<file path="config.mk">
export PLATFORM = sky130hd
export DESIGN_NAME = tester_option_command_set
export DESIGN_NICKNAME = d
export VERILOG_FILES = /design/src/tester_option_pkg.sv /design/src/tester_option_command_set.sv
export SDC_FILE = /design/constraint.sdc
export NUM_CORES = 1
export LEC_CHECK = 0
export ABC_AREA = 1
export BUFFER_PORTS_ARGS = -buffer_cell sky130_fd_sc_hd__buf_2
export CAP_MARGIN = 10
export CORE_MARGIN = 8
export CORE_UTILIZATION = 45
export CTS_BUF_LIST = sky130_fd_sc_hd__clkbuf_2
export DETAILED_ROUTE_END_ITERATION = 10
export PLACE_DENSITY = 0.68
export SLEW_MARGIN = 20
export SYNTH_ARGS = -nofsm -noshare
export SYNTH_HDL_FRONTEND = slang
export SYNTH_SLANG_ARGS = --single-unit
</file>
<file path="constraint.sdc">
create_clock -name pclk -period 6.3 [get_ports pclk]
set_input_delay 1.26 -clock pclk [delete_from_list [all_inputs] [get_ports pclk]]
set_output_delay 1.26 -clock pclk [all_outputs]
set_load 0.01 [all_outputs]
</file>
<file path="src/tester_option_pkg.sv">
// Purpose: shared constants and types of the tester option command block
// Assumes: 32-bit APB register access, one word per register
// Notes: opcodes name the settings, a query flag selects set or read
package tester_option_pkg;

    localparam logic [7:0] OFS_CTRL = 8'h00;
    localparam logic [7:0] OFS_ARG = 8'h04;
    localparam logic [7:0] OFS_CMD = 8'h08;
    localparam logic [7:0] OFS_STATUS = 8'h0C;
    localparam logic [7:0] OFS_SETTINGS = 8'h10;
    localparam logic [7:0] OFS_RESP = 8'h14;
    localparam logic [7:0] OFS_FMT = 8'h18;

    localparam int STAT_CMD_ERR = 0;
    localparam int STAT_EXE_ERR = 1;
    localparam int STAT_RESP_VALID = 2;
    localparam int STAT_POWER_ON = 7;

    localparam logic [1:0] MODE_SOFT = 2'h0;
    localparam logic [1:0] MODE_NORMAL = 2'h1;
    localparam logic [1:0] MODE_CONT = 2'h2;

    localparam logic [8:0] MAX_BINARY = 9'h001;
    localparam logic [8:0] MAX_LATCH = 9'h003;
    localparam logic [8:0] MAX_PRINT = 9'h002;
    localparam logic [8:0] MAX_MODE = 9'h002;

    localparam logic [1:0] CTRL_RESET = 2'h0;
    localparam logic [3:0] STATE_RESET = 4'h1;

    typedef enum logic [3:0] {
        ST_READY = 4'b0001,
        ST_OPTION = 4'b0010,
        ST_TEST = 4'b0100,
        ST_OTHER = 4'b1000
    } inst_state_t;

    typedef enum logic [3:0] {
        OP_PULSE = 4'h0,
        OP_LATCH = 4'h1,
        OP_PRINT = 4'h2,
        OP_MODE = 4'h3,
        OP_TIMER = 4'h4,
        OP_UNIT = 4'h5,
        OP_UPPER = 4'h6,
        OP_ENDLESS = 4'h7,
        OP_COUNT = 4'h8,
        OP_START = 4'h9
    } opcode_t;

    typedef enum logic [3:0] {
        WORD_NONE = 4'h0,
        WORD_ON = 4'h1,
        WORD_OFF = 4'h2,
        WORD_OHM = 4'h3,
        WORD_VOLT = 4'h4
    } word_t;

    typedef struct packed {
        logic is_char;
        word_t word;
        logic [7:0] value_int;
        logic [7:0] value_frac;
    } arg_t;

    typedef struct packed {
        logic count_en;
        logic endless;
        logic upper_en;
        logic unit_volt;
        logic timer_en;
        logic [1:0] test_mode;
        logic [1:0] print_mode;
        logic [1:0] pass_fail_latch_option;
        logic pulse_out;
    } settings_t;

    localparam settings_t SETTINGS_RESET = 12'h002;

    typedef struct packed {
        logic header_on;
        logic is_char;
        logic [1:0] pad;
        opcode_t path;
        logic [7:0] pad2;
        logic [15:0] value;
    } resp_t;

    typedef struct packed {
        logic [2:0] kind;
        logic fixed_point_numeric_format;
        logic [3:0] max_digits;
        logic [3:0] min_digits;
    } fmt_t;

endpackage : tester_option_pkg

</file>
<file path="src/tester_option_command_set.sv">
// Purpose: option and test-limit command interpreter behind an APB slave
// Assumes: ARG is written before CMD; a CMD write marks a whole message received
// Notes: zero wait states, unmapped addresses answer with pslverr
// Notes on behaviour
// - pulse-output option takes 0 (off) or 1 (on) and is stored
// - numeric value outside its list gives execution error, setting kept
// - fractional numeric values are rounded before range check and use
// - settings only execute in ready or option screen, else execution error
// - enabling pulse output in continuous mode is refused with execution error
// - a link start runs the test with pulse output disabled
// - queries return stored value and command path, marked with the header setting
// - pass/fail latch takes 0 to 3 with four latch combinations
// - print option takes 0 to 2: unused, automatic, selective
// - test mode takes 0 soft, 1 normal, 2 continuous; query same code
// - selecting continuous mode clears an enabled pulse output option
// - test duration enable takes ON or OFF and reads back ON or OFF
// - bad word on a character command gives a command error
// - endless option makes the test ignore the duration enable
// - limit quantity OHM applies resistance limits, VOLT voltage limits
// - upper limit enable takes ON or OFF and reads back ON or OFF
// - voltage responses three digits fixed, resistance four digits fixed
// - current two or three digits, time two to four digits, fixed
// - test data count reported as integer of one or two digits
// - power-on clears event bits but leaves power-on flag bit 7 set
// - count limit is not applied while the count option is off
`timescale 1ns/10ps
module tester_option_command_set
    import tester_option_pkg::*;
#(
    parameter int ADDR_W = 8
) (
    input wire logic pclk,
    input wire logic presetn,
    input wire logic psel,
    input wire logic penable,
    input wire logic pwrite,
    input wire logic [ADDR_W-1:0] paddr,
    input wire logic [31:0] pwdata,
    input wire logic [3:0] pstrb,
    output logic [31:0] prdata,
    output logic pready,
    output logic pslverr,
    input wire logic panel_start,
    output logic run_start,
    output logic run_pulse_en,
    output logic run_timer_en,
    output logic run_limit_volt,
    output logic run_upper_en,
    output logic run_count_apply
);

    if (ADDR_W < 5) begin : g_bad_width
        $error("ADDR_W too small for the register map");
    end

    logic header_on;
    inst_state_t inst_state;
    arg_t arg;
    settings_t settings;
    settings_t next_settings;
    resp_t resp;
    fmt_t fmt;
    logic [2:0] fmt_kind;
    logic cmd_err_flag;
    logic exe_err_flag;
    logic resp_valid;
    logic power_on_flag;

    // bus decode
    wire [7:0] addr8 = 8'(paddr);
    wire setup_rd = psel && !penable && !pwrite;
    wire access = psel && penable;
    wire wr = access && pwrite;
    wire rd = access && !pwrite;
    wire hit_ctrl = addr8 == OFS_CTRL;
    wire hit_arg = addr8 == OFS_ARG;
    wire hit_cmd = addr8 == OFS_CMD;
    wire hit_status = addr8 == OFS_STATUS;
    wire hit_settings = addr8 == OFS_SETTINGS;
    wire hit_resp = addr8 == OFS_RESP;
    wire hit_fmt = addr8 == OFS_FMT;
    wire mapped = hit_ctrl || hit_arg || hit_cmd || hit_status || hit_settings
        || hit_resp || hit_fmt;
    wire full_word = pstrb == 4'hF;

    assign pready = 1'b1;
    assign pslverr = access && !mapped;

    // command decode
    wire exec = wr && hit_cmd && full_word;
    wire is_query = pwdata[4];
    wire [3:0] op_raw = pwdata[3:0];
    wire op_known = op_raw <= OP_START;
    wire op_char = op_raw == OP_TIMER || op_raw == OP_UNIT || op_raw == OP_UPPER;
    wire op_num = op_known && !op_char && op_raw != OP_START;

    // round half up on the fraction before any range test
    wire [8:0] rounded = {1'b0, arg.value_int} + {8'h00, arg.value_frac[7]};

    logic [8:0] op_max;
    always_comb begin
        op_max = MAX_BINARY;
        if (op_raw == OP_LATCH) begin
            op_max = MAX_LATCH;
        end else if (op_raw == OP_PRINT) begin
            op_max = MAX_PRINT;
        end else if (op_raw == OP_MODE) begin
            op_max = MAX_MODE;
        end
    end

    wire num_ok = !arg.is_char && rounded <= op_max;
    wire onoff_word = arg.word == WORD_ON || arg.word == WORD_OFF;
    wire unit_word = arg.word == WORD_OHM || arg.word == WORD_VOLT;
    wire char_ok = arg.is_char && (op_raw == OP_UNIT ? unit_word : onoff_word);
    wire state_ok = inst_state == ST_READY || inst_state == ST_OPTION;
    wire in_cont = settings.test_mode == MODE_CONT;
    wire pulse_block = op_raw == OP_PULSE && rounded[0] && in_cont;

    // a bad word is a command error and outranks the state check
    wire bad_cmd = !op_known || (is_query && op_raw == OP_START)
        || (!is_query && op_char && !char_ok);
    wire bad_state = op_raw == OP_START ? inst_state != ST_READY : !state_ok;
    wire bad_exe = !is_query && !bad_cmd && (bad_state
        || (op_num && !num_ok)
        || (op_num && pulse_block));
    wire set_cmd_err = exec && bad_cmd;
    wire set_exe_err = exec && bad_exe;
    wire apply = exec && !is_query && !bad_cmd && !bad_exe;
    wire do_query = exec && is_query && !bad_cmd;
    wire link_start = apply && op_raw == OP_START;
    wire word_on = arg.word == WORD_ON;

    always_comb begin
        next_settings = settings;
        if (apply) begin
            case (op_raw)
                OP_PULSE: next_settings.pulse_out = rounded[0];
                OP_LATCH: next_settings.pass_fail_latch_option = rounded[1:0];
                OP_PRINT: next_settings.print_mode = rounded[1:0];
                OP_MODE: begin
                    next_settings.test_mode = rounded[1:0];
                    if (rounded[1:0] == MODE_CONT) begin
                        next_settings.pulse_out = 1'b0;
                    end
                end
                OP_TIMER: next_settings.timer_en = word_on;
                OP_UNIT: next_settings.unit_volt = arg.word == WORD_VOLT;
                OP_UPPER: next_settings.upper_en = word_on;
                OP_ENDLESS: next_settings.endless = rounded[0];
                OP_COUNT: next_settings.count_en = rounded[0];
                default: next_settings = settings;
            endcase
        end
    end

    // query answer, built from stored values only
    logic [15:0] q_value;
    always_comb begin
        q_value = 16'h0000;
        case (op_raw)
            OP_PULSE: q_value = {15'h0000, settings.pulse_out};
            OP_LATCH: q_value = {14'h0000, settings.pass_fail_latch_option};
            OP_PRINT: q_value = {14'h0000, settings.print_mode};
            OP_MODE: q_value = {14'h0000, settings.test_mode};
            OP_TIMER: q_value = {12'h000, settings.timer_en ? WORD_ON : WORD_OFF};
            OP_UNIT: q_value = {12'h000, settings.unit_volt ? WORD_VOLT : WORD_OHM};
            OP_UPPER: q_value = {12'h000, settings.upper_en ? WORD_ON : WORD_OFF};
            OP_ENDLESS: q_value = {15'h0000, settings.endless};
            OP_COUNT: q_value = {15'h0000, settings.count_en};
            default: q_value = 16'h0000;
        endcase
    end

    resp_t next_resp;
    always_comb begin
        next_resp = '0;
        next_resp.header_on = header_on;
        next_resp.is_char = op_char;
        next_resp.path = opcode_t'(op_raw);
        next_resp.value = q_value;
    end

    // digit and style table for numeric answers
    fmt_t next_fmt;
    always_comb begin
        next_fmt = '0;
        next_fmt.kind = fmt_kind;
        next_fmt.fixed_point_numeric_format = 1'b1;
        case (fmt_kind)
            3'h0: begin
                next_fmt.min_digits = 4'h2;
                next_fmt.max_digits = 4'h3;
            end
            3'h1: begin
                next_fmt.min_digits = 4'h3;
                next_fmt.max_digits = 4'h3;
            end
            3'h2: begin
                next_fmt.min_digits = 4'h4;
                next_fmt.max_digits = 4'h4;
            end
            3'h3: begin
                next_fmt.min_digits = 4'h2;
                next_fmt.max_digits = 4'h4;
            end
            3'h4: begin
                next_fmt.fixed_point_numeric_format = 1'b0;
                next_fmt.min_digits = 4'h1;
                next_fmt.max_digits = 4'h2;
            end
            default: next_fmt.fixed_point_numeric_format = 1'b0;
        endcase
    end

    wire clr_status = wr && hit_status && pstrb[0];
    wire rd_resp = rd && hit_resp;
    wire [31:0] status_word = {24'h000000, power_on_flag, 4'h0, resp_valid,
        exe_err_flag, cmd_err_flag};

    logic [31:0] rd_word;
    always_comb begin
        rd_word = 32'h00000000;
        if (hit_ctrl) begin
            rd_word = {27'h0000000, inst_state, header_on};
        end else if (hit_arg) begin
            rd_word = {11'h000, arg};
        end else if (hit_status) begin
            rd_word = status_word;
        end else if (hit_settings) begin
            rd_word = {20'h00000, settings};
        end else if (hit_resp) begin
            rd_word = resp;
        end else if (hit_fmt) begin
            rd_word = {13'h0000, fmt.kind, 4'h0, fmt.fixed_point_numeric_format,
                3'h0, fmt.max_digits, fmt.min_digits};
        end
    end

    // read data is loaded in the setup cycle so the access needs no wait
    always_ff @(posedge pclk or negedge presetn) begin
        if (!presetn) begin
            prdata <= 32'h00000000;
        end else if (setup_rd) begin
            prdata <= rd_word;
        end
    end

    always_ff @(posedge pclk or negedge presetn) begin
        if (!presetn) begin
            header_on <= 1'b0;
            inst_state <= ST_READY;
            arg <= '0;
            fmt_kind <= 3'h0;
        end else if (wr && full_word) begin
            if (hit_ctrl) begin
                header_on <= pwdata[0];
                inst_state <= inst_state_t'(pwdata[4:1]);
            end
            if (hit_arg) begin
                arg <= arg_t'(pwdata[20:0]);
            end
            if (hit_fmt) begin
                fmt_kind <= pwdata[2:0];
            end
        end
    end

    always_ff @(posedge pclk or negedge presetn) begin
        if (!presetn) begin
            settings <= SETTINGS_RESET;
            fmt <= '0;
        end else begin
            settings <= next_settings;
            fmt <= next_fmt;
        end
    end

    // event flags: hardware set wins over a write-one clear
    always_ff @(posedge pclk or negedge presetn) begin
        if (!presetn) begin
            cmd_err_flag <= 1'b0;
            exe_err_flag <= 1'b0;
            power_on_flag <= 1'b1;
        end else begin
            cmd_err_flag <= set_cmd_err || (cmd_err_flag
                && !(clr_status && pwdata[STAT_CMD_ERR]));
            exe_err_flag <= set_exe_err || (exe_err_flag
                && !(clr_status && pwdata[STAT_EXE_ERR]));
            power_on_flag <= power_on_flag && !(clr_status && pwdata[STAT_POWER_ON]);
        end
    end

    // answer appears only once the query message is complete
    always_ff @(posedge pclk or negedge presetn) begin
        if (!presetn) begin
            resp <= '0;
            resp_valid <= 1'b0;
        end else begin
            if (do_query) begin
                resp <= next_resp;
            end
            resp_valid <= do_query || (resp_valid && !rd_resp);
        end
    end

    // run settings are sampled at start and held through the test
    always_ff @(posedge pclk or negedge presetn) begin
        if (!presetn) begin
            run_start <= 1'b0;
            run_pulse_en <= 1'b0;
            run_timer_en <= 1'b0;
            run_limit_volt <= 1'b0;
            run_upper_en <= 1'b0;
            run_count_apply <= 1'b0;
        end else begin
            run_start <= link_start || panel_start;
            if (link_start || panel_start) begin
                run_pulse_en <= settings.pulse_out && !link_start;
                run_timer_en <= settings.timer_en && !settings.endless;
                run_limit_volt <= settings.unit_volt;
                run_upper_en <= settings.upper_en;
                run_count_apply <= settings.count_en;
            end
        end
    end

    a_cont_no_pulse: assert property (@(posedge pclk) disable iff (!presetn)
        settings.test_mode == MODE_CONT |-> !settings.pulse_out)
        else $error("pulse output enabled in continuous mode");

    a_state_gate: assert property (@(posedge pclk) disable iff (!presetn)
        exec && !is_query && !bad_cmd && !state_ok |=> exe_err_flag && $stable(settings))
        else $error("setting accepted outside ready or option screen");

    a_range_reject: assert property (@(posedge pclk) disable iff (!presetn)
        exec && !is_query && op_num && !num_ok |=> exe_err_flag && $stable(settings))
        else $error("out of range value not rejected");

    a_round_apply: assert property (@(posedge pclk) disable iff (!presetn)
        apply && op_raw == OP_LATCH
        |=> settings.pass_fail_latch_option == $past(rounded[1:0]))
        else $error("rounded latch value not stored");

    a_char_reject: assert property (@(posedge pclk) disable iff (!presetn)
        exec && !is_query && op_char && !char_ok |=> cmd_err_flag && !$rose(exe_err_flag))
        else $error("bad word not reported as command error");

    a_link_no_pulse: assert property (@(posedge pclk) disable iff (!presetn)
        link_start |=> run_start && !run_pulse_en)
        else $error("link start kept pulse output");

    a_endless_timer: assert property (@(posedge pclk) disable iff (!presetn)
        (link_start || panel_start) && settings.endless |=> !run_timer_en)
        else $error("duration enable used under endless option");

    a_query_stable: assert property (@(posedge pclk) disable iff (!presetn)
        do_query |=> $stable(settings) && resp_valid && resp.path == $past(op_raw))
        else $error("query changed a setting or gave no answer");

    a_resp_header: assert property (@(posedge pclk) disable iff (!presetn)
        $rose(resp_valid) |-> resp.header_on == $past(header_on))
        else $error("response header mark wrong");

    a_power_flag: assert property (@(posedge pclk) disable iff (!presetn)
        $fell(power_on_flag) |-> $past(clr_status && pwdata[STAT_POWER_ON]))
        else $error("power-on flag lost without a clear");

endmodule : tester_option_command_set

</file>
Word level (Yosys, flattened, before mapping)
Cells that the tools add are included.

$add $sub $neg: 1. Order comparisons: 2. Equal/unequal tests: 31. Multiplexer cells: 19. Reductions and logical operators: 96.

Operators by type and width (number): 2-to-1 mux 32 bit (5); logical AND 1 bit (42); case mux 7 bit (5 select lines) (1); case mux 3 bit (9 select lines) (1); equality test 8 x 5 -> 1 bit, second input constant (3); AND reduction 2 bit (11); equality test 4 x 2 -> 1 bit, second input constant (5); equality test 4 x 3 -> 1 bit, second input constant (5); logical OR 1 bit (19); 2-to-1 mux 19 bit (1); logical NOT 1 bit (18); 2-to-1 mux 9 bit (2); equality test 8 x 4 -> 1 bit, second input constant (2); equality test 4 x 1 -> 1 bit, second input constant (3); equality test 4 bit, second input constant (3); adder 8 x 1 -> 9 bit (1); <= comparator 9 bit (1); equality test 8 x 3 -> 1 bit, second input constant (1); logical NOT 8 bit (1); equality test 3 x 2 -> 1 bit, second input constant (2); 2-to-1 mux 2 bit (3); equality test 2 bit, second input constant (2); <= comparator 4 bit, second input constant (1); logical NOT 4 bit (1); other kinds (12) (15).

Register bits after elaboration: 117. Input bits: 50. Logic and storage cells: 184.

Depth between registers and ports, before layout
Word-level depth: 16. Mapped depth: 16.

Worst setup path after synthesis
No wires, ideal clock.

Kind: in2out. From: input paddr[5]. To: output pslverr. Arrival time: 2173 ps. Path slack: 2867 ps. Stages: 8. Buffers on the path: 0. Path through: inv_1 > nand3_1 > inv_1 > nand2_1 > inv_2 > nor3_1 > nand4_1 > nor3_1.

Longest elaborated chain between the ends: 9. Elaborated cells between the ends (all ways): 15. Classes of those cells: eq/ne: 6; reduce/logical: 9.

Ends and longest elaborated chain: start: declaration (line tester_option_command_set.sv:37) `input wire logic [ADDR_W-1:0] paddr,`; equality test 8 x 3 -> 1 bit or logical NOT 8 bit (tied branches) (line tester_option_command_set.sv:76, tester_option_command_set.sv:75); logical OR 1 bit (4 in a row) (line tester_option_command_set.sv:82) `wire mapped = hit_ctrl || hit_arg || hit_cmd || hit_status || hit_settings`; logical OR 1 bit (line tester_option_command_set.sv:83) `|| hit_resp || hit_fmt;`; logical OR 1 bit (*) (line tester_option_command_set.sv:83); logical NOT 1 bit (*) (line tester_option_command_set.sv:87) `assign pslverr = access && !mapped;`; logical AND 1 bit (*) (line tester_option_command_set.sv:87); end: declaration (line tester_option_command_set.sv:42) `output logic pslverr,`.

Every way passes the cells marked *; elsewhere a longest branch is shown, timed or not.

Worst setup path in the final report
From: input paddr[1]. To: output pslverr.

Same word-level chain as after synthesis.

==> results by group <==
Outcome
  – Status: finished clean

Synth
  – Post-Syn Area: 4560 µm²
  – Yosys top cell by area: dfrtp_1
  – Mapped Avg Cell Area: between 8 and 9 µm²
  – Cell count after synthesis: ~540
  – Area contributors post-synth: dfrtp_1, nand2_1, o21ai_0
  – Top cell type's share of synthesized area: 51.6%
  – Seq/Total Area, Yosys: between 50% and 60%
  – Distinct cells, synth: 36
  – Register bit count reported by yosys: 97
  – Ys Warns: 0

Layout
  – Filler Cell Count: 949
  – Final net count: 665
  – Layout cells sized above 1: roughly 20%
  – Synth-to-Final Area Change: 12.7%
  – Commonest cells after routing, fill and taps aside: nand2_1, dfrtp_1, buf_2
  – ANT cells: 0
  – Commonest non-fill, non-tap cell in the layout: nand2_1
  – Design area: 5140 µm²

STA
  – Setup-failing EPs final: 0
  – Unrepaired setup endpoints after global routing: no
  – Max Fclk: 261 MHz
  – Slew Viols, Final: 0
  – Final period util: approximately three fifths
  – Clk_skew: 35.4 ps
  – Final Hold Viols: 0
  – Worst Tran Pin Value: 816 ps
  – Total negative slack: 0 ps
  – Final WS setup: 2460 ps
  – Slew margin rel.: ~46%
  – Fin crit period: 3840 ps

Global route
  – Pin count of the biggest net entering global routing: 67
  – Congestion Overflow GR: 0
  – Antenna violations before repair: 0
  – GRT Resource Usage Total: between 15 and 20%
  – Number of global-route vias before repair: 3955
  – Global-route wire length before repair: ~20000 µm

Route
  – Drt pass-1 iters: 5
  – DR vias/cell: 5.14
  – # DRC: 0
  – Routed Antenna Nets: 0
  – Total Wirelength: about 12000 µm
  – Vias: 3848
  – Initial detailed-routing violation count: 265
  – Wire length per cell: 15.5 µm

CTS
  – CTS max path bufs: 2
  – Clk root buf: clkbuf_2
  – Clk slew on worst S/H paths: about 250 ps
  – Post-CTS Setup Bufs: 0
  – H-tree Lvls: 3
  – CTS tree: yes
  – Post-CTS Hold Buffers: 0
  – Clock sinks: 97
  – CTS Buf Count: 9
  – Clock Latency Late Sink: ~540 ps
  – Post-cts sizing count: 0

Placed design
  – Routability cong.: 0.910
  – Dpl cell area: 5030 µm²
  – Dpl ws: 2460 ps
  – Detailed placer's ending HPWL: 8690 µm
  – I/O Buffers: 72

Setup path
  – Reg2reg setup slack: 3860 ps
  – FF-to-FF End: run_count_apply$_DFFE_PN0P_
  – Crit path arrival time: 2580 ps
  – Critical-path cell list: buf_2 -> nor2_2 -> inv_1 -> nor3_2 -> nand2_1 -> inv_2 -> nor3_1 -> nand4_1 -> nor3_1 -> buf_2
  – Reg2reg path depth: 14
  – RR Startpoint: arg[7]$_DFFE_PN0P_
  – CP startpoint kind: primary input
  – Maximum fanout along the worst path: 9
  – Critical-path top delay cell: inv_2
  – Crit-path max cell delay: 230 ps
  – CP Class: primary input to primary output
  – Worst EP required: 5040 ps
  – Setup crit end kind: primary output

Power
  – Total power: 994 µW
  – Comb pwr share: 7.2%
  – Clock Power Share: between 20 and 30%
  – Maximum vdd drop: 0.0000891 V
  – Switching Fraction: 25.2%
  – Pwr/cell area: 193 nW/µm²
  – Sequential power share: approximately 64%
  – Pleak: 0.00275 µW
  – Net Sw Power: 251 µW
  – Internal power: 743 µW

Min path
  – Worst Hold Launch: settings[8]$_DFFE_PN0P_
  – Worst Hold Class: register to register
  – Worst Hold Depth: 2
  – Hold Path Sink: run_limit_volt$_DFFE_PN0P_

Floorplanning
  – Initial core utilization: a little under half
  – Die width: approximately 120 µm
  – # IOs: 90
  – Placeable Area: 9820 µm²
  – Cell Rows: 36
  – Total Die Area: 13600 µm²
  – Die Height: 117 µm

Flow run
  – Max cap viols: 0
[Yosys cell counts]
library cell	number
o31ai_1	4
a22oi_1	2
ha_1	4
dfrtp_1	94
conb_1	2
nand2_1	145
nor3_1	5
clkbuf_1	8
buf_4	6
o21ai_1	1
or2_2	2
o22ai_1	2
nor2_2	5
nor3_2	1
nand3_1	34
inv_2	6
mux2_2	10
dfstp_2	3
o21ai_0	49
buf_2	1
nand2_2	4
nor2_8	1
nand3b_1	1
buf_6	1
nand3_2	1
nand4_1	8
o211ai_1	5
o21a_1	2
inv_1	62
a22o_1	6
a21oi_1	21
o2111ai_1	2
a21oi_2	1
a221oi_1	1
nor2_1	36
a32oi_1	2
[sequential cells by signal, summed over array words and instances (netlist names), 3 cells and up]
signal      count
arg            21
settings       12
fmt_kind        3
prdata         27
fmt            10
resp            9
inst_state      4
[worst max-delay path, delay by kind of cell]
kind | cells | cell delay (ps)
buf+inv | 4 | 580
simple gates | 6 | 740
[metal layers]
metal / routed length (µm) / up-vias / part of all wire [%] / global-route usage (%)
li1: - / 1880 / - / -
met1: 5010 / 1815 / 43 / 22.8
met2: 5370 / 130 / 46 / 30.7
met3: 924 / 23 / 8.0 / 3.62
met4: 282 / 0 / 2.4 / 7.94
met5: 0 / - / 0 / 0
[how the worst max path moves through the flow]
stage | from | to | slack (ps)
after global placement | paddr[1] | pslverr | 2480
after detailed placement | paddr[1] | pslverr | 2460
final | paddr[1] | pslverr | 2460
after global routing | paddr[7] | pslverr | 2310
after CTS | paddr[1] | pslverr | 2460
after floorplan | paddr[5] | pslverr | 2870
[cells by family after synthesis]
| logic type | count (synthesis) | synth area share [%] |
|---|---|---|
| other | 2 | 0.165 |
| flip-flops | 97 | 53.3 |
| adder cells (fa/ha/maj) | 4 | 1.10 |
| buffers and inverters | 84 | 7.60 |
| AO/OA/AOI/OAI | 98 | 12.5 |
| AND/OR/NAND/NOR | 243 | 22.8 |
| multiplexers | 10 | 2.47 |
[cell type report]
type	count	area, µm²	share of cell area [%]
clock buffers	10	50.0	0.974
clock inverters	6	60.1	1.17
inverters	68	255	4.97
multi-input cells	361	1800	35.0
flip-flops and latches	97	2430	47.3
well taps	133	166	3.24
repair buffers	74	378	7.36
[metrics by stage]
step,hold slack [ps],instances,util (%)
after floorplan,352,542,-
after global placement,452,733,51.2
after detailed placement,457,733,51.2
after CTS,485,749,52.3
after global routing,505,749,52.3
final,482,749,52.3
[power groups by stage]
| stage | registers [µW] | clock network (µW) | logic (µW) |
|---|---|---|---|
| final | 632 | 291 | 71.2 |
| after global routing | 633 | 320 | 81.2 |
| after CTS | 632 | 300 | 72.4 |
| after detailed placement | 642 | 0 | 72.1 |
| after global placement | 642 | 0 | 70.7 |
| after floorplan | 644 | 0 | 30.5 |
Power figures use the tool's default switching activity.
